[src/design/pss_defines.vh]
// Purpose: constants for the passive serial configuration slave
// Assumes: 25 MHz system clock
// Notes:   times are kept in their own units, counts derived below
//
// Notes on behaviour
// - Fast option holds power-on reset longer than 3 ms, under 9 ms.
// - Standard option holds power-on reset longer than 50 ms, under 200 ms.
// - During power-on reset, status line driven low and user pins high-Z.
// - User pins stay high-Z until configuration and initialization finish.
// - Device stays in reset while request or status line is low.
// - On request rising, device leaves reset and releases status line.
// - Device samples data on each rising edge of the bit clock.
// - After whole error-free bitstream, device releases load-complete line.
// - Device accepts a compressed bitstream and expands it while loading.
// - On error drive status low; with auto restart release within 230 us.
// - Request low in user mode pulls status and load-complete low, pins high-Z.
`ifndef PSS_DEFINES_VH
`define PSS_DEFINES_VH

// ==========================================================
// Timing
`define PSS_CLK_MHZ         25
`define PSS_POR_FAST_MIN_US 3000
`define PSS_POR_STD_MIN_US  50000
`define PSS_RESTART_MAX_US  230
`define PSS_POR_FAST_CYC    (`PSS_POR_FAST_MIN_US * `PSS_CLK_MHZ + 1)
`define PSS_POR_STD_CYC     (`PSS_POR_STD_MIN_US * `PSS_CLK_MHZ + 1)
`define PSS_RESTART_CYC     (`PSS_RESTART_MAX_US * `PSS_CLK_MHZ)
`define PSS_CNT_W           21

// ==========================================================
// Scheme select straps
`define PSS_SCHEME_STD      4'h0
`define PSS_SCHEME_FAST     4'hc

// ==========================================================
// Reset values
`define PSS_RST_OE_N        1'b0
`define PSS_RST_HIZ         1'b1

`endif

[src/design/pss_config_slave.v]
// Purpose: passive serial configuration slave, device side
// Assumes: bit clock and data are slow against CLOCK (>= 4 cycles/bit)
// Notes:   open-drain lines use out/oe_n pairs, oe_n low drives low
`timescale 1ns/100ps
`include "pss_defines.vh"

module pss_config_slave #(
  parameter [20:0] POR_FAST_CYCLES = `PSS_POR_FAST_CYC,
  parameter [20:0] POR_STD_CYCLES  = `PSS_POR_STD_CYC,
  parameter [20:0] RESTART_CYCLES  = `PSS_RESTART_CYC,
  parameter        WIDTH           = 8,
  parameter        DEPTH           = 2,
  parameter        AW              = 1,
  parameter        LEN_W           = 24
) (
  input  wire             CLOCK,
  input  wire             RSTN,
  input  wire [3:0]       SCHEME_SELECT,
  input  wire             CFG_REQUEST_N,
  input  wire             CFG_ERROR_RESET_N_IN,
  output wire             CFG_ERROR_RESET_N_OUT,
  output reg              CFG_ERROR_RESET_N_OE_N,
  input  wire             LOAD_COMPLETE_IN,
  output wire             LOAD_COMPLETE_OUT,
  output reg              LOAD_COMPLETE_OE_N,
  input  wire             CFG_BIT_CLOCK,
  input  wire             CFG_DATA,
  input  wire             AUTO_RESTART,
  input  wire             COMPRESSED,
  input  wire [LEN_W-1:0] LOAD_LENGTH,
  input  wire             INIT_DONE,
  output reg              USER_IO_HIZ,
  output reg              CFG_ERROR,
  output wire [WIDTH-1:0] CFG_BYTE,
  output wire             CFG_BYTE_VALID,
  input  wire             CFG_BYTE_READY
);

  localparam [2:0] ST_POR    = 3'h0;
  localparam [2:0] ST_RESET  = 3'h1;
  localparam [2:0] ST_CONFIG = 3'h2;
  localparam [2:0] ST_ERROR  = 3'h3;
  localparam [2:0] ST_DONE   = 3'h4;
  localparam [2:0] ST_USER   = 3'h5;

  function [AW-1:0] ptr_inc;
    input [AW-1:0] p;
    begin
      if (p == DEPTH - 1)
        ptr_inc = {AW{1'b0}};
      else
        ptr_inc = p + 1'b1;
    end
  endfunction

  // ==========================================================
  // Pin synchronisers
  reg [1:0] req_q;
  reg [1:0] err_q;
  reg [1:0] done_q;
  reg [2:0] bclk_q;
  reg [1:0] bdat_q;
  reg [3:0] sel_q0;
  reg [3:0] sel_q1;

  always @(posedge CLOCK or negedge RSTN) begin
    if (!RSTN) begin
      req_q  <= 2'h0;
      err_q  <= 2'h0;
      done_q <= 2'h0;
      bclk_q <= 3'h0;
      bdat_q <= 2'h0;
      sel_q0 <= 4'h0;
      sel_q1 <= 4'h0;
    end else begin
      req_q  <= {req_q[0], CFG_REQUEST_N};
      err_q  <= {err_q[0], CFG_ERROR_RESET_N_IN};
      done_q <= {done_q[0], LOAD_COMPLETE_IN};
      bclk_q <= {bclk_q[1:0], CFG_BIT_CLOCK};
      bdat_q <= {bdat_q[0], CFG_DATA};
      sel_q0 <= SCHEME_SELECT;
      sel_q1 <= sel_q0;
    end
  end

  wire req_high  = req_q[1];
  wire line_high = err_q[1];
  wire done_high = done_q[1];
  wire bit_rise  = bclk_q[1] & ~bclk_q[2];
  wire bit_val   = bdat_q[1];
  wire sch_fast  = (sel_q1 == `PSS_SCHEME_FAST);

  // ==========================================================
  // Two-entry byte buffer
  reg [WIDTH-1:0] mem [0:DEPTH-1];
  reg [AW-1:0]    wr_ptr;
  reg [AW-1:0]    rd_ptr;
  reg [AW:0]      buf_cnt;
  reg             run_busy;
  reg [WIDTH-1:0] run_val;

  wire buf_full  = (buf_cnt == DEPTH);
  wire buf_empty = (buf_cnt == {(AW+1){1'b0}});
  wire push      = run_busy & ~buf_full;
  wire pop       = ~buf_empty & CFG_BYTE_READY;

  assign CFG_BYTE       = mem[rd_ptr];
  assign CFG_BYTE_VALID = ~buf_empty;

  always @(posedge CLOCK or negedge RSTN) begin
    if (!RSTN) begin
      wr_ptr  <= {AW{1'b0}};
      rd_ptr  <= {AW{1'b0}};
      buf_cnt <= {(AW+1){1'b0}};
    end else begin
      if (push) begin
        wr_ptr <= ptr_inc(wr_ptr);
      end
      if (pop) begin
        rd_ptr <= ptr_inc(rd_ptr);
      end
      if (push & ~pop)
        buf_cnt <= buf_cnt + 1'b1;
      else if (pop & ~push)
        buf_cnt <= buf_cnt - 1'b1;
    end
  end

  // Storage needs no reset
  always @(posedge CLOCK) begin
    if (push) begin
      mem[wr_ptr] <= run_val;
    end
  end

  // ==========================================================
  // Control and bitstream reception
  reg [2:0]       state;
  reg [20:0]      cnt;
  reg [2:0]       bit_cnt;
  reg [7:0]       shift;
  reg             pair_phase;
  reg [7:0]       run_hold;
  reg [7:0]       run_left;
  reg [LEN_W-1:0] raw_cnt;

  wire [20:0] por_target = sch_fast ? POR_FAST_CYCLES
                                    : POR_STD_CYCLES;
  wire [7:0]  new_byte   = {bit_val, shift[7:1]};
  wire        len_met    = (raw_cnt == LOAD_LENGTH);
  wire        byte_in    = (state == ST_CONFIG) & bit_rise &
                           (bit_cnt == 3'h7) & ~len_met;

  always @(posedge CLOCK or negedge RSTN) begin
    if (!RSTN) begin
      state      <= ST_POR;
      cnt        <= 21'h0;
      bit_cnt    <= 3'h0;
      shift      <= 8'h0;
      pair_phase <= 1'b0;
      run_hold   <= 8'h0;
      run_left   <= 8'h0;
      run_busy   <= 1'b0;
      run_val    <= {WIDTH{1'b0}};
      raw_cnt    <= {LEN_W{1'b0}};
    end else begin
      // Expander feeds the buffer one byte per accepted push
      if (push) begin
        if (run_left == 8'h0)
          run_busy <= 1'b0;
        else
          run_left <= run_left - 8'h1;
      end
      case (state)
        ST_POR: begin
          cnt <= cnt + 21'h1;
          if (cnt == por_target - 21'h1) begin
            cnt   <= 21'h0;
            state <= ST_RESET;
          end
        end
        ST_RESET: begin
          cnt        <= 21'h0;
          bit_cnt    <= 3'h0;
          pair_phase <= 1'b0;
          run_busy   <= 1'b0;
          raw_cnt    <= {LEN_W{1'b0}};
          if (req_high & line_high)
            state <= ST_CONFIG;
        end
        ST_CONFIG: begin
          if (!req_high || !line_high) begin
            state <= ST_RESET;
          end else if (len_met & ~run_busy & ~pair_phase &
                       buf_empty & (LOAD_LENGTH != {LEN_W{1'b0}})) begin
            state <= ST_DONE;
          end else if (byte_in) begin
            raw_cnt <= raw_cnt + 1'b1;
            if (COMPRESSED & ~pair_phase) begin
              run_hold   <= new_byte;
              pair_phase <= 1'b1;
            end else if (run_busy) begin
              state <= ST_ERROR;
            end else begin
              run_val    <= new_byte[WIDTH-1:0];
              run_left   <= COMPRESSED ? run_hold : 8'h0;
              run_busy   <= 1'b1;
              pair_phase <= 1'b0;
            end
          end
          if (bit_rise) begin
            shift   <= new_byte;
            bit_cnt <= bit_cnt + 3'h1;
          end
        end
        ST_ERROR: begin
          run_busy <= 1'b0;
          if (AUTO_RESTART) begin
            cnt <= cnt + 21'h1;
            if (cnt == RESTART_CYCLES - 21'h1) begin
              cnt   <= 21'h0;
              state <= ST_RESET;
            end
          end else if (!req_high) begin
            state <= ST_RESET;
          end
        end
        ST_DONE: begin
          if (!req_high || !line_high)
            state <= ST_RESET;
          else if (done_high & INIT_DONE)
            state <= ST_USER;
        end
        ST_USER: begin
          if (!req_high)
            state <= ST_RESET;
        end
        default: begin
          state <= ST_RESET;
        end
      endcase
    end
  end

  // ==========================================================
  // Open-drain lines and user pin control
  assign CFG_ERROR_RESET_N_OUT = 1'b0;
  assign LOAD_COMPLETE_OUT     = 1'b0;

  always @(posedge CLOCK or negedge RSTN) begin
    if (!RSTN) begin
      CFG_ERROR_RESET_N_OE_N <= `PSS_RST_OE_N;
      LOAD_COMPLETE_OE_N     <= `PSS_RST_OE_N;
      USER_IO_HIZ            <= `PSS_RST_HIZ;
      CFG_ERROR              <= 1'b0;
    end else begin
      CFG_ERROR_RESET_N_OE_N <= ~((state == ST_POR) |
                                  (state == ST_ERROR) |
                                  ((state == ST_RESET) &
                                   ~req_high));
      LOAD_COMPLETE_OE_N     <= (state == ST_DONE) |
                                (state == ST_USER);
      USER_IO_HIZ            <= (state != ST_USER);
      CFG_ERROR              <= (state == ST_ERROR);
    end
  end

endmodule

[config.mk]
export PLATFORM = sky130hd
export DESIGN_NAME = pss_config_slave
export DESIGN_NICKNAME = d
export VERILOG_FILES = /design/src/design/pss_config_slave.v
export VERILOG_INCLUDE_DIRS = /design/src /design/src/design
export SDC_FILE = /design/constraint.sdc
export NUM_CORES = 1
export LEC_CHECK = 0
export ABC_CLOCK_PERIOD_IN_PS = 3100
export BUFFER_PORTS_ARGS = -buffer_cell sky130_fd_sc_hd__buf_2
export CAP_MARGIN = 20
export CORE_UTILIZATION = 55
export CTS_CLUSTER_DIAMETER = 30
export CTS_CLUSTER_SIZE = 16
export DETAILED_ROUTE_END_ITERATION = 8
export PLACE_DENSITY = 0.81
export SLEW_MARGIN = 20
export SYNTH_ARGS = -nofsm -noshare
export SYNTH_HDL_FRONTEND = slang
export SYNTH_SLANG_ARGS = --single-unit
export TNS_END_PERCENT = 10
[constraint.sdc]
create_clock -name CLOCK -period 3.1 [get_ports CLOCK]
set_clock_uncertainty 0.05 [all_clocks]
set_input_delay 0.62 -clock CLOCK [delete_from_list [all_inputs] [get_ports CLOCK]]
set_output_delay 0.62 -clock CLOCK [all_outputs]
set_load 0.01 [all_outputs]
After elaboration in Yosys (flattened, before gate mapping)
Memories as Yosys holds them, arrays and structs flattened.
Cells that the tools add are included.
- $add $sub $neg: 9
- eq/ne operators: 25
- mux-type cells: 53
- bitwise operators: 32
- reductions and logical operators: 19
- operators by type and width (cell ; count):
    21-bit two-way mux ; 4
    24-bit two-way mux ; 3
    8-bit two-way mux ; 9
    21-bit case mux with 3 select lines ; 1
    24-bit case mux with 2 select lines ; 1
    3-bit two-way mux ; 13
    24-bit by 1-bit adder with 24-bit output, second input constant ; 1
    24-bit == test ; 1
    24-bit nonzero test ; 1
    21-bit by 1-bit adder with 21-bit output, second input constant ; 1
    21-bit by 13-bit == test with 1-bit output, second input constant ; 1
    21-bit == test ; 1
    21-bit by 1-bit subtractor with 21-bit output, second input constant ; 1
    3-bit case mux with 6 select lines ; 1
    1-bit AND ; 16
    1-bit two-way mux ; 16
    2-bit inequality test, second input constant ; 7
    1-bit NOT ; 13
    5-bit AND reduction ; 2
    3-bit == test, second input constant ; 3
    3-bit inequality test, second input constant ; 3
    8-bit zero test ; 1
    4-bit by 2-bit inequality test with 1-bit output, second input constant ; 2
    8-bit by 1-bit subtractor with 8-bit output, second input constant ; 1
    other kinds (25) ; 35
- register bits after elaboration: 112
- bits in writable memories: 16
- bits of input ports: 39
- output and inout bits: 15
- logic and storage cells: 163
- memories kept: 1
- memories (memory ; depth ; bits a word ; rd ports ; clocked after memory_dff ; write ports ; RTL line ; RTL):
    mem ; 2 ; 8 ; 1 ; 0 ; 1 ; pss_config_slave.v:95 ; reg [WIDTH-1:0] mem [0:DEPTH-1];

Longest topological paths before layout
Gate-level depths: netlist (run 1).
- depth in word-level cells: 10
- depth in mapped cells: 10
- depth with buffers taken out: 9

Worst setup path after synthesis (run 1)
No wires, ideal clock.
- path type: input to register
- from: input port LOAD_LENGTH[15]
- to: register run_val[4]
- setup time: 0.127 ns
- arrival: 2.312 ns
- data required time: 2.923 ns
- slack: 0.610 ns
- stages: 8
- path buffers: 2
- cells stage by stage: xor2_1 -> nor4_1 -> nand4_2 -> o2111ai_4 -> or3_1 -> buf_2 -> buf_6 -> mux2_1
- longest elaborated chain between the ends: 7
- elaborated cells on any way between the ends: 10
- those cells by class: 1 x eq/ne; 7 x bitwise; 2 x reduce/logical
- ends and longest elaborated chain (item ; RTL line ; RTL):
    start, declared ; pss_config_slave.v:30 ; input wire [LEN_W-1:0] LOAD_LENGTH,
    24-bit == test ; pss_config_slave.v:150 ; wire len_met = (raw_cnt == LOAD_LENGTH);
    1-bit AND (3 in series) ; pss_config_slave.v:194 ; end else if (len_met & ~run_busy & ~pair_phase &
    1-bit AND ; pss_config_slave.v:195 ; buf_empty & (LOAD_LENGTH != {LEN_W{1'b0}})) begin
    1-bit NOT (no line) ; -- ;
    6-bit AND reduction (no line) (*) ; -- ;
    end signal, assigned ; pss_config_slave.v:164 ; run_val <= {WIDTH{1'b0}};
    end signal, assigned ; pss_config_slave.v:205 ; run_val <= new_byte[WIDTH-1:0];
    end, declared ; pss_config_slave.v:100 ; reg [WIDTH-1:0] run_val;
Every way passes the cells marked *; elsewhere a longest branch is shown, timed or not.
A chain may end at the register's enable or synchronous reset.

Worst setup path after layout (run 1)
- from: register raw_cnt[0]
- to: register state[2]
- longest elaborated chain between the ends: 8
- elaborated cells on any way between the ends: 14
- those cells by class: 4 x eq/ne; 3 x mux; 6 x bitwise; 1 x reduce/logical
- ends and longest elaborated chain (item ; RTL line ; RTL):
    start, declared ; pss_config_slave.v:145 ; reg [LEN_W-1:0] raw_cnt;
    start signal, assigned ; pss_config_slave.v:165 ; raw_cnt <= {LEN_W{1'b0}};
    start signal, assigned ; pss_config_slave.v:187 ; raw_cnt <= {LEN_W{1'b0}};
    start signal, assigned ; pss_config_slave.v:198 ; raw_cnt <= raw_cnt + 1'b1;
    24-bit == test (*) ; pss_config_slave.v:150 ;
    1-bit AND (3 in series) ; pss_config_slave.v:194 ;
    1-bit AND ; pss_config_slave.v:195 ;
    3-bit two-way mux ; pss_config_slave.v:194 ;
    3-bit two-way mux ; pss_config_slave.v:192 ; if (!req_high || !line_high) begin
    3-bit case mux with 6 select lines ; pss_config_slave.v:174 ; case (state)
    end signal, assigned ; pss_config_slave.v:179 ; state <= ST_RESET;
    end signal, assigned ; pss_config_slave.v:193 ; state <= ST_RESET;
    end signal, assigned ; pss_config_slave.v:196 ; state <= ST_DONE;
    end, declared ; pss_config_slave.v:138 ; reg [2:0] state;
Marks and branches as above.

==> flow_summary.toml, run 1 <==
[outcome]
status = "finished, final reports clean"

[critical_path]
critPathLaunchType = "flip-flop"
critPathKind = "reg -> reg"
crit_fanout = 6
cp.arrival_ps = 2870
required_ps = 3470
r2r-start = "raw_cnt[0]"
reg2reg_depth = 7
reg2reg_slack_ps = 590
cp-end-kind = "flip-flop"
reg2reg_to = "state[2]"

[detailed_routing]
routed_via_density = 5.83
vias = 4639
wirelength_mm = 13.0
firstDrtPassIters = 5
drc = 0
wire_per_inst_um = 16.3
final_antenna_net_count = 0
drt_iter0_markers = 317

[place]
numPortBuffers = 51
dpl.hpwl_mm = 9.14
gp_congestion = 0.945

[power]
p_switching_uw = 1430
power.total_uw = 4880
cellPowerDensity_nw_per_um2 = 676
clockPowerShare_pct = 43.6
intPower_uw = 3450
p_leak_uw = 0.00328
power_frac_comb_pct = 17.1
ir_worst_vdd_mv = 0.675
power_frac_seq_pct = 39.3
switching_share_pct = 29.3

[synthesis]
synthFlopType = "dfrtp_1"
synth_cells = 584
yosysTopAreaCellShare_pct = 44.6
syn_avg_cell_area_um2 = 10.6
synth_warnings = 0
synth_most_common_cell = "dfrtp_1"
synth-seq-cells = 127
synth_cell_types = 61
synthTopCellsByCount = "110 x dfrtp_1, 82 x nand2_1, 53 x nor2_1, 37 x xor2_1"
synth.cell_area_um2 = 6170
synth_edf_count = 16
async_flop_share_pct = 87.4
ys_seq_area_share_pct = 52.8
synthTopCellsByArea = "dfrtp_1 45%, edfxtp_1 7.8%, xor2_1 5.2%"
yosys.area.top_type = "dfrtp_1"

[global_route]
grt_start_max_net_pins = 53
grt_pass1_wl_mm = 21.8
antenna_found_initial = 0
grt_remaining_overflow = 0
grt_usage_pct = 24.6
grt_pass1_vias = 4630

[sta]
worstMarginPinSlew_ps = 727
final.min_clock_period_ps = 2510
finalCritPeriodShare_pct = 80.9
setup_viol = 0
hold_violations = 0
maxSlewViolCount = 0
relSlewSlack_pct = 51.4
rsz0062_at_grt = "false"
fin_setup_tns_ps = 0
fmax_mhz = 399

[cts]
hold_buffers = 0
worstSkewPairLatency_ps = 540
numCtsBuffers = 17
cts.sinks = 127
post-cts-setup-buffers = 0
htree_levels = 4
cts_root_buffer = "clkbuf_8"
cts_tree = "built"
cts.clk_slew.worst_paths_ps = 60
cts_resized = 0
cts_buffer_depth = 2

[run]
maxCapViolCount = 0

[finish]
syn2layout_area_growth_pct = 17.1
n_antenna_cell = 0
nNetsFinal = 692
drive_gt1_share_pct = 17.5

[floorplanning]
start_util_pct = 56.7
ios = 54
die_w_um = 108
core-area_um2 = 10900
die_y_um = 108
die_area_um2 = 11700
row_count = 38

[worst_hold_path]
min_path_type = "in -> async"
-- worst max path at each step --
stage,from,end,cells past startpoint
5_1_grt,state[0],raw_cnt[11],5
2_1_floorplan,LOAD_LENGTH[15],run_val[4],8
6_report,raw_cnt[0],state[2],7
3_5_place_dp,LOAD_LENGTH[0],raw_cnt[21],9
4_1_cts,raw_cnt[0],raw_cnt[21],8
3_3_place_gp,LOAD_LENGTH[23],raw_cnt[21],9
-- final cells by class --
| cell class | instances | area (um^2) |
|---|---|---|
| Clock buffer | 18 | 439 |
| Clock inverter | 14 | 204 |
| Fill cell | 810 | 3660 |
| Inverter | 16 | 60.1 |
| Multi-Input combinational cell | 420 | 2740 |
| Sequential cell | 127 | 3260 |
| Tap cell | 140 | 175 |
| Timing Repair Buffer | 61 | 345 |
-- state kept, by name, indices dropped and copies added, names as in the netlist, 3 cells and up --
signal / flops
raw_cnt: 24
shift: 7
bit_cnt: 3
run_left: 8
run_val: 8
sel_q0: 4
run_hold: 8
sel_q1: 4
state: 3
cnt: 21
mem: 16
bclk_q: 3
-- per-stage QoR --
stage               setup slack, ps  hold slack (ps)  utilization [%]  std cells  instance area (um^2)
finish                          591             16.1             66.4        796                  7230
global route                    398             51.1             66.4        796                  7230
CTS                             608             20.4             66.4        796                  7230
detailed placement              344              286             60.5        764                  6580
global placement                464              283             60.5        764                  6580
floorplan                       610              274                -        585                  6180
-- critical path: stages (launching register included) --
cell     delay, ps
dfrtp_1        450
xor2_1         190
nor4_1         390
nand4_2        250
nor2_1         200
nor4b_1         90
o31ai_1        390
mux2_1         370
-- cell families after synthesis --
family                   after synthesis  share of synthesized area [%]
other                                  1                         0.0607
AO/OA/AOI/OAI                         76                           8.70
buffers and inverters                 38                           2.82
AND/OR/NAND/NOR                      241                           19.6
flip-flops                           127                           52.8
XOR/XNOR                              64                           9.08
adder cells (fa/ha/maj)               10                           2.03
multiplexers                          27                           4.88
-- metal layers --
metal | global-route usage (%) | vias to the layer above | part of all wire, %
met5 | 0 | - | 0
met4 | 8.61 | 0 | 1.7
met3 | 6.39 | 27 | 4.7
met2 | 40.5 | 132 | 50
met1 | 31.6 | 2302 | 43
li1 | - | 2178 | -
-- cell usage in the layout, fill, tap and decap left out, drive strengths merged, types with 5 or more instances in the layout --
cell / n
o31ai: 8
edfxtp: 16
nor4: 15
a2111oi: 8
nor3: 9
and3: 12
mux2: 25
clkbuf: 18
xor2: 37
dfrtp: 110
xnor2: 27
nand2: 82
nor2: 53
inv: 19
clkinv: 7
nand4: 8
nand2b: 5
buf: 61
o21ai: 29
a21oi: 10
ha: 10
nand3: 28
nor4bb: 6
or3: 5
-- power by group through the flow --
| stage | sequential [uW] | clock [uW] | combinational [uW] |
|---|---|---|---|
| after floorplan | 1890 | 0 | 615 |
| final | 1920 | 2130 | 834 |
| after CTS | 1920 | 2160 | 838 |
| after global placement | 1940 | 0 | 802 |
| after detailed placement | 1950 | 0 | 826 |
| after global routing | 1940 | 2230 | 940 |
Power figures use the tool's default switching activity.
==> inputs of run 2 (changes only) <==
Settings changed: ABC_CLOCK_PERIOD_IN_PS 3100 to 2200, CORE_UTILIZATION 55 to 54, PLACE_DENSITY 0.81 to 0.83.
Clock period 3.1 ns to 2.2 ns, I/O delays scaled along.
==> flow_summary.toml, run 2 (same netlist as run 1, synthesis figures left out) <==
[outcome]
status = "complete, but fails checks"
violations = "negative setup slack"

[place]
gp_congestion = 0.914
dpl.hpwl_mm = 10.4
dp_cells = 819
numPortBuffers = 51

[critical_path]
reg2reg_slack_ps = -160
reg2reg_depth = 9
r2r-start = "raw_cnt[13]"
reg2reg_to = "raw_cnt[23]"
cp.arrival_ps = 2610
cp-end-kind = "flip-flop"
critPathKind = "reg -> reg"
crit_fanout = 10
critPathLaunchType = "flip-flop"
required_ps = 2450

[power]
ir_worst_vdd_mv = 0.708
p_leak_uw = 0.00356
cellPowerDensity_nw_per_um2 = 876
power.total_uw = 6860

[floorplanning]
start_util_pct = 56.2
die_area_um2 = 11900
die_y_um = 109
ios = 54
row_count = 38
core-area_um2 = 11000
die_w_um = 109

[sta]
maxSlewViolCount = 0
rsz0062_at_grt = "true"
setup_viol = 18
worstMarginPinSlew_ps = 615
final.min_clock_period_ps = 2360
finalCritPeriodShare_pct = 107
fin_setup_tns_ps = -754
hold_violations = 0
fmax_mhz = 423
holdWs_ps = 67.9
worst_slack_ps = -162
relSlewSlack_pct = 58.9

[cts]
numCtsBuffers = 17
cts_tree = "built"
cts.sinks = 127
worstSkewPairLatency_ps = 430
cts.clk_slew.worst_paths_ps = 60
cts_root_buffer = "clkbuf_16"
cts_buffer_depth = 2
htree_levels = 4

[global_route]
grt_remaining_overflow = 0
grt_usage_pct = 27.6
grt_pass1_wl_mm = 24.4
antenna_found_initial = 0
grt_start_max_net_pins = 44
grt_pass1_vias = 5180

[detailed_routing]
final_antenna_net_count = 0
drc = 0
wirelength_mm = 15.5
drt_iter0_markers = 312
routed_via_density = 5.83
vias = 4977
firstDrtPassIters = 5
wire_per_inst_um = 18.2

[finish]
syn2layout_area_growth_pct = 26.9
nNetsFinal = 749
layout_commonest_cell = "dfrtp_1"
most-common-layout-cells = "110 x dfrtp_1, 79 x nand2_1, 62 x buf_4"
multiInputGateArea_um2 = 2970
largestRegisters = "raw_cnt: 24 flops, cnt: 21 flops, mem: 16 flops"
final_cells = 853
n_antenna_cell = 0
largest-register = "raw_cnt"
drive_gt1_share_pct = 29.5
largest_register_ff_count = 24
fill_cells = 719
final-seq-area_um2 = 3260
post-route-util_pct = 71.3

[worst_hold_path]
min_path_type = "in -> reg"
min_path_cells = 1
holdPathEnd = "sel_q0[2]"
worstHoldStart = "SCHEME_SELECT[2]"

[run]
maxCapViolCount = 0
## run 2: power breakdown
part	internal [uW]	switching (uW)	leakage, uW	total [uW]
combinational	616	918	0.00165	1530
clock	1570	1070	0.000262	2640
sequential	2520	165	0.00165	2680
## run 2: worst max-delay path by stage
stage / cells after the start / to / slack [ps] / startpoint
2_1_floorplan: 8 / run_val[4] / -70 / LOAD_LENGTH[14]
3_3_place_gp: 9 / raw_cnt[22] / -210 / LOAD_LENGTH[14]
3_5_place_dp: 9 / raw_cnt[22] / -300 / LOAD_LENGTH[0]
4_1_cts: 8 / raw_cnt[22] / -100 / raw_cnt[6]
5_1_grt: 8 / state[1] / -200 / state[2]
6_report: 9 / raw_cnt[23] / -160 / raw_cnt[13]
## run 2: timing repair
item | 4_1_cts | 5_1_grt
hold buffers | 1 | 0
gates resized for setup | 16 | 36
pin swaps | 7 | 8
buffers inserted | 0 | 1
cloned | 0 | 0
setup endpoints to repair | 41 | 60
hold endpoints to repair | 32 | 0
## run 2: layer usage
metal,vias to the layer above,wire length (um),GRT usage [%]
li1,2272,-,-
met5,-,0,0
met4,0,696,17.2
met1,2442,5920,31.0
met3,65,837,5.74
met2,198,8030,47.7
## run 2: worst max-delay path, cell delays in order, from the launching register on
cell and delay [ps]:
dfrtp_1 410, xor2_1 190, nor4_2 390, nand2_2 160, o2111ai_4 270, buf_6 200, buf_6 130, a2111oi_4 70
xnor2_1 250, nor2_1 100
## run 2: layout make-up
| type | instances | share of cell area [%] |
|---|---|---|
| flip-flops and latches | 127 | 41.6 |
| multi-input cells | 420 | 38.0 |
| repair buffers | 118 | 10.3 |
| clock buffers | 18 | 5.61 |
| well taps | 140 | 2.24 |
| clock inverters | 14 | 1.50 |
| inverters | 16 | 0.767 |
## run 2: stage by stage
step           cell area, um^2  setup WS, ps
2_1_floorplan             6200         -72.8
3_3_place_gp              7020          -212
3_5_place_dp              7020          -297
4_1_cts                   7670         -96.6
5_1_grt                   7830          -203
6_report                  7830          -162
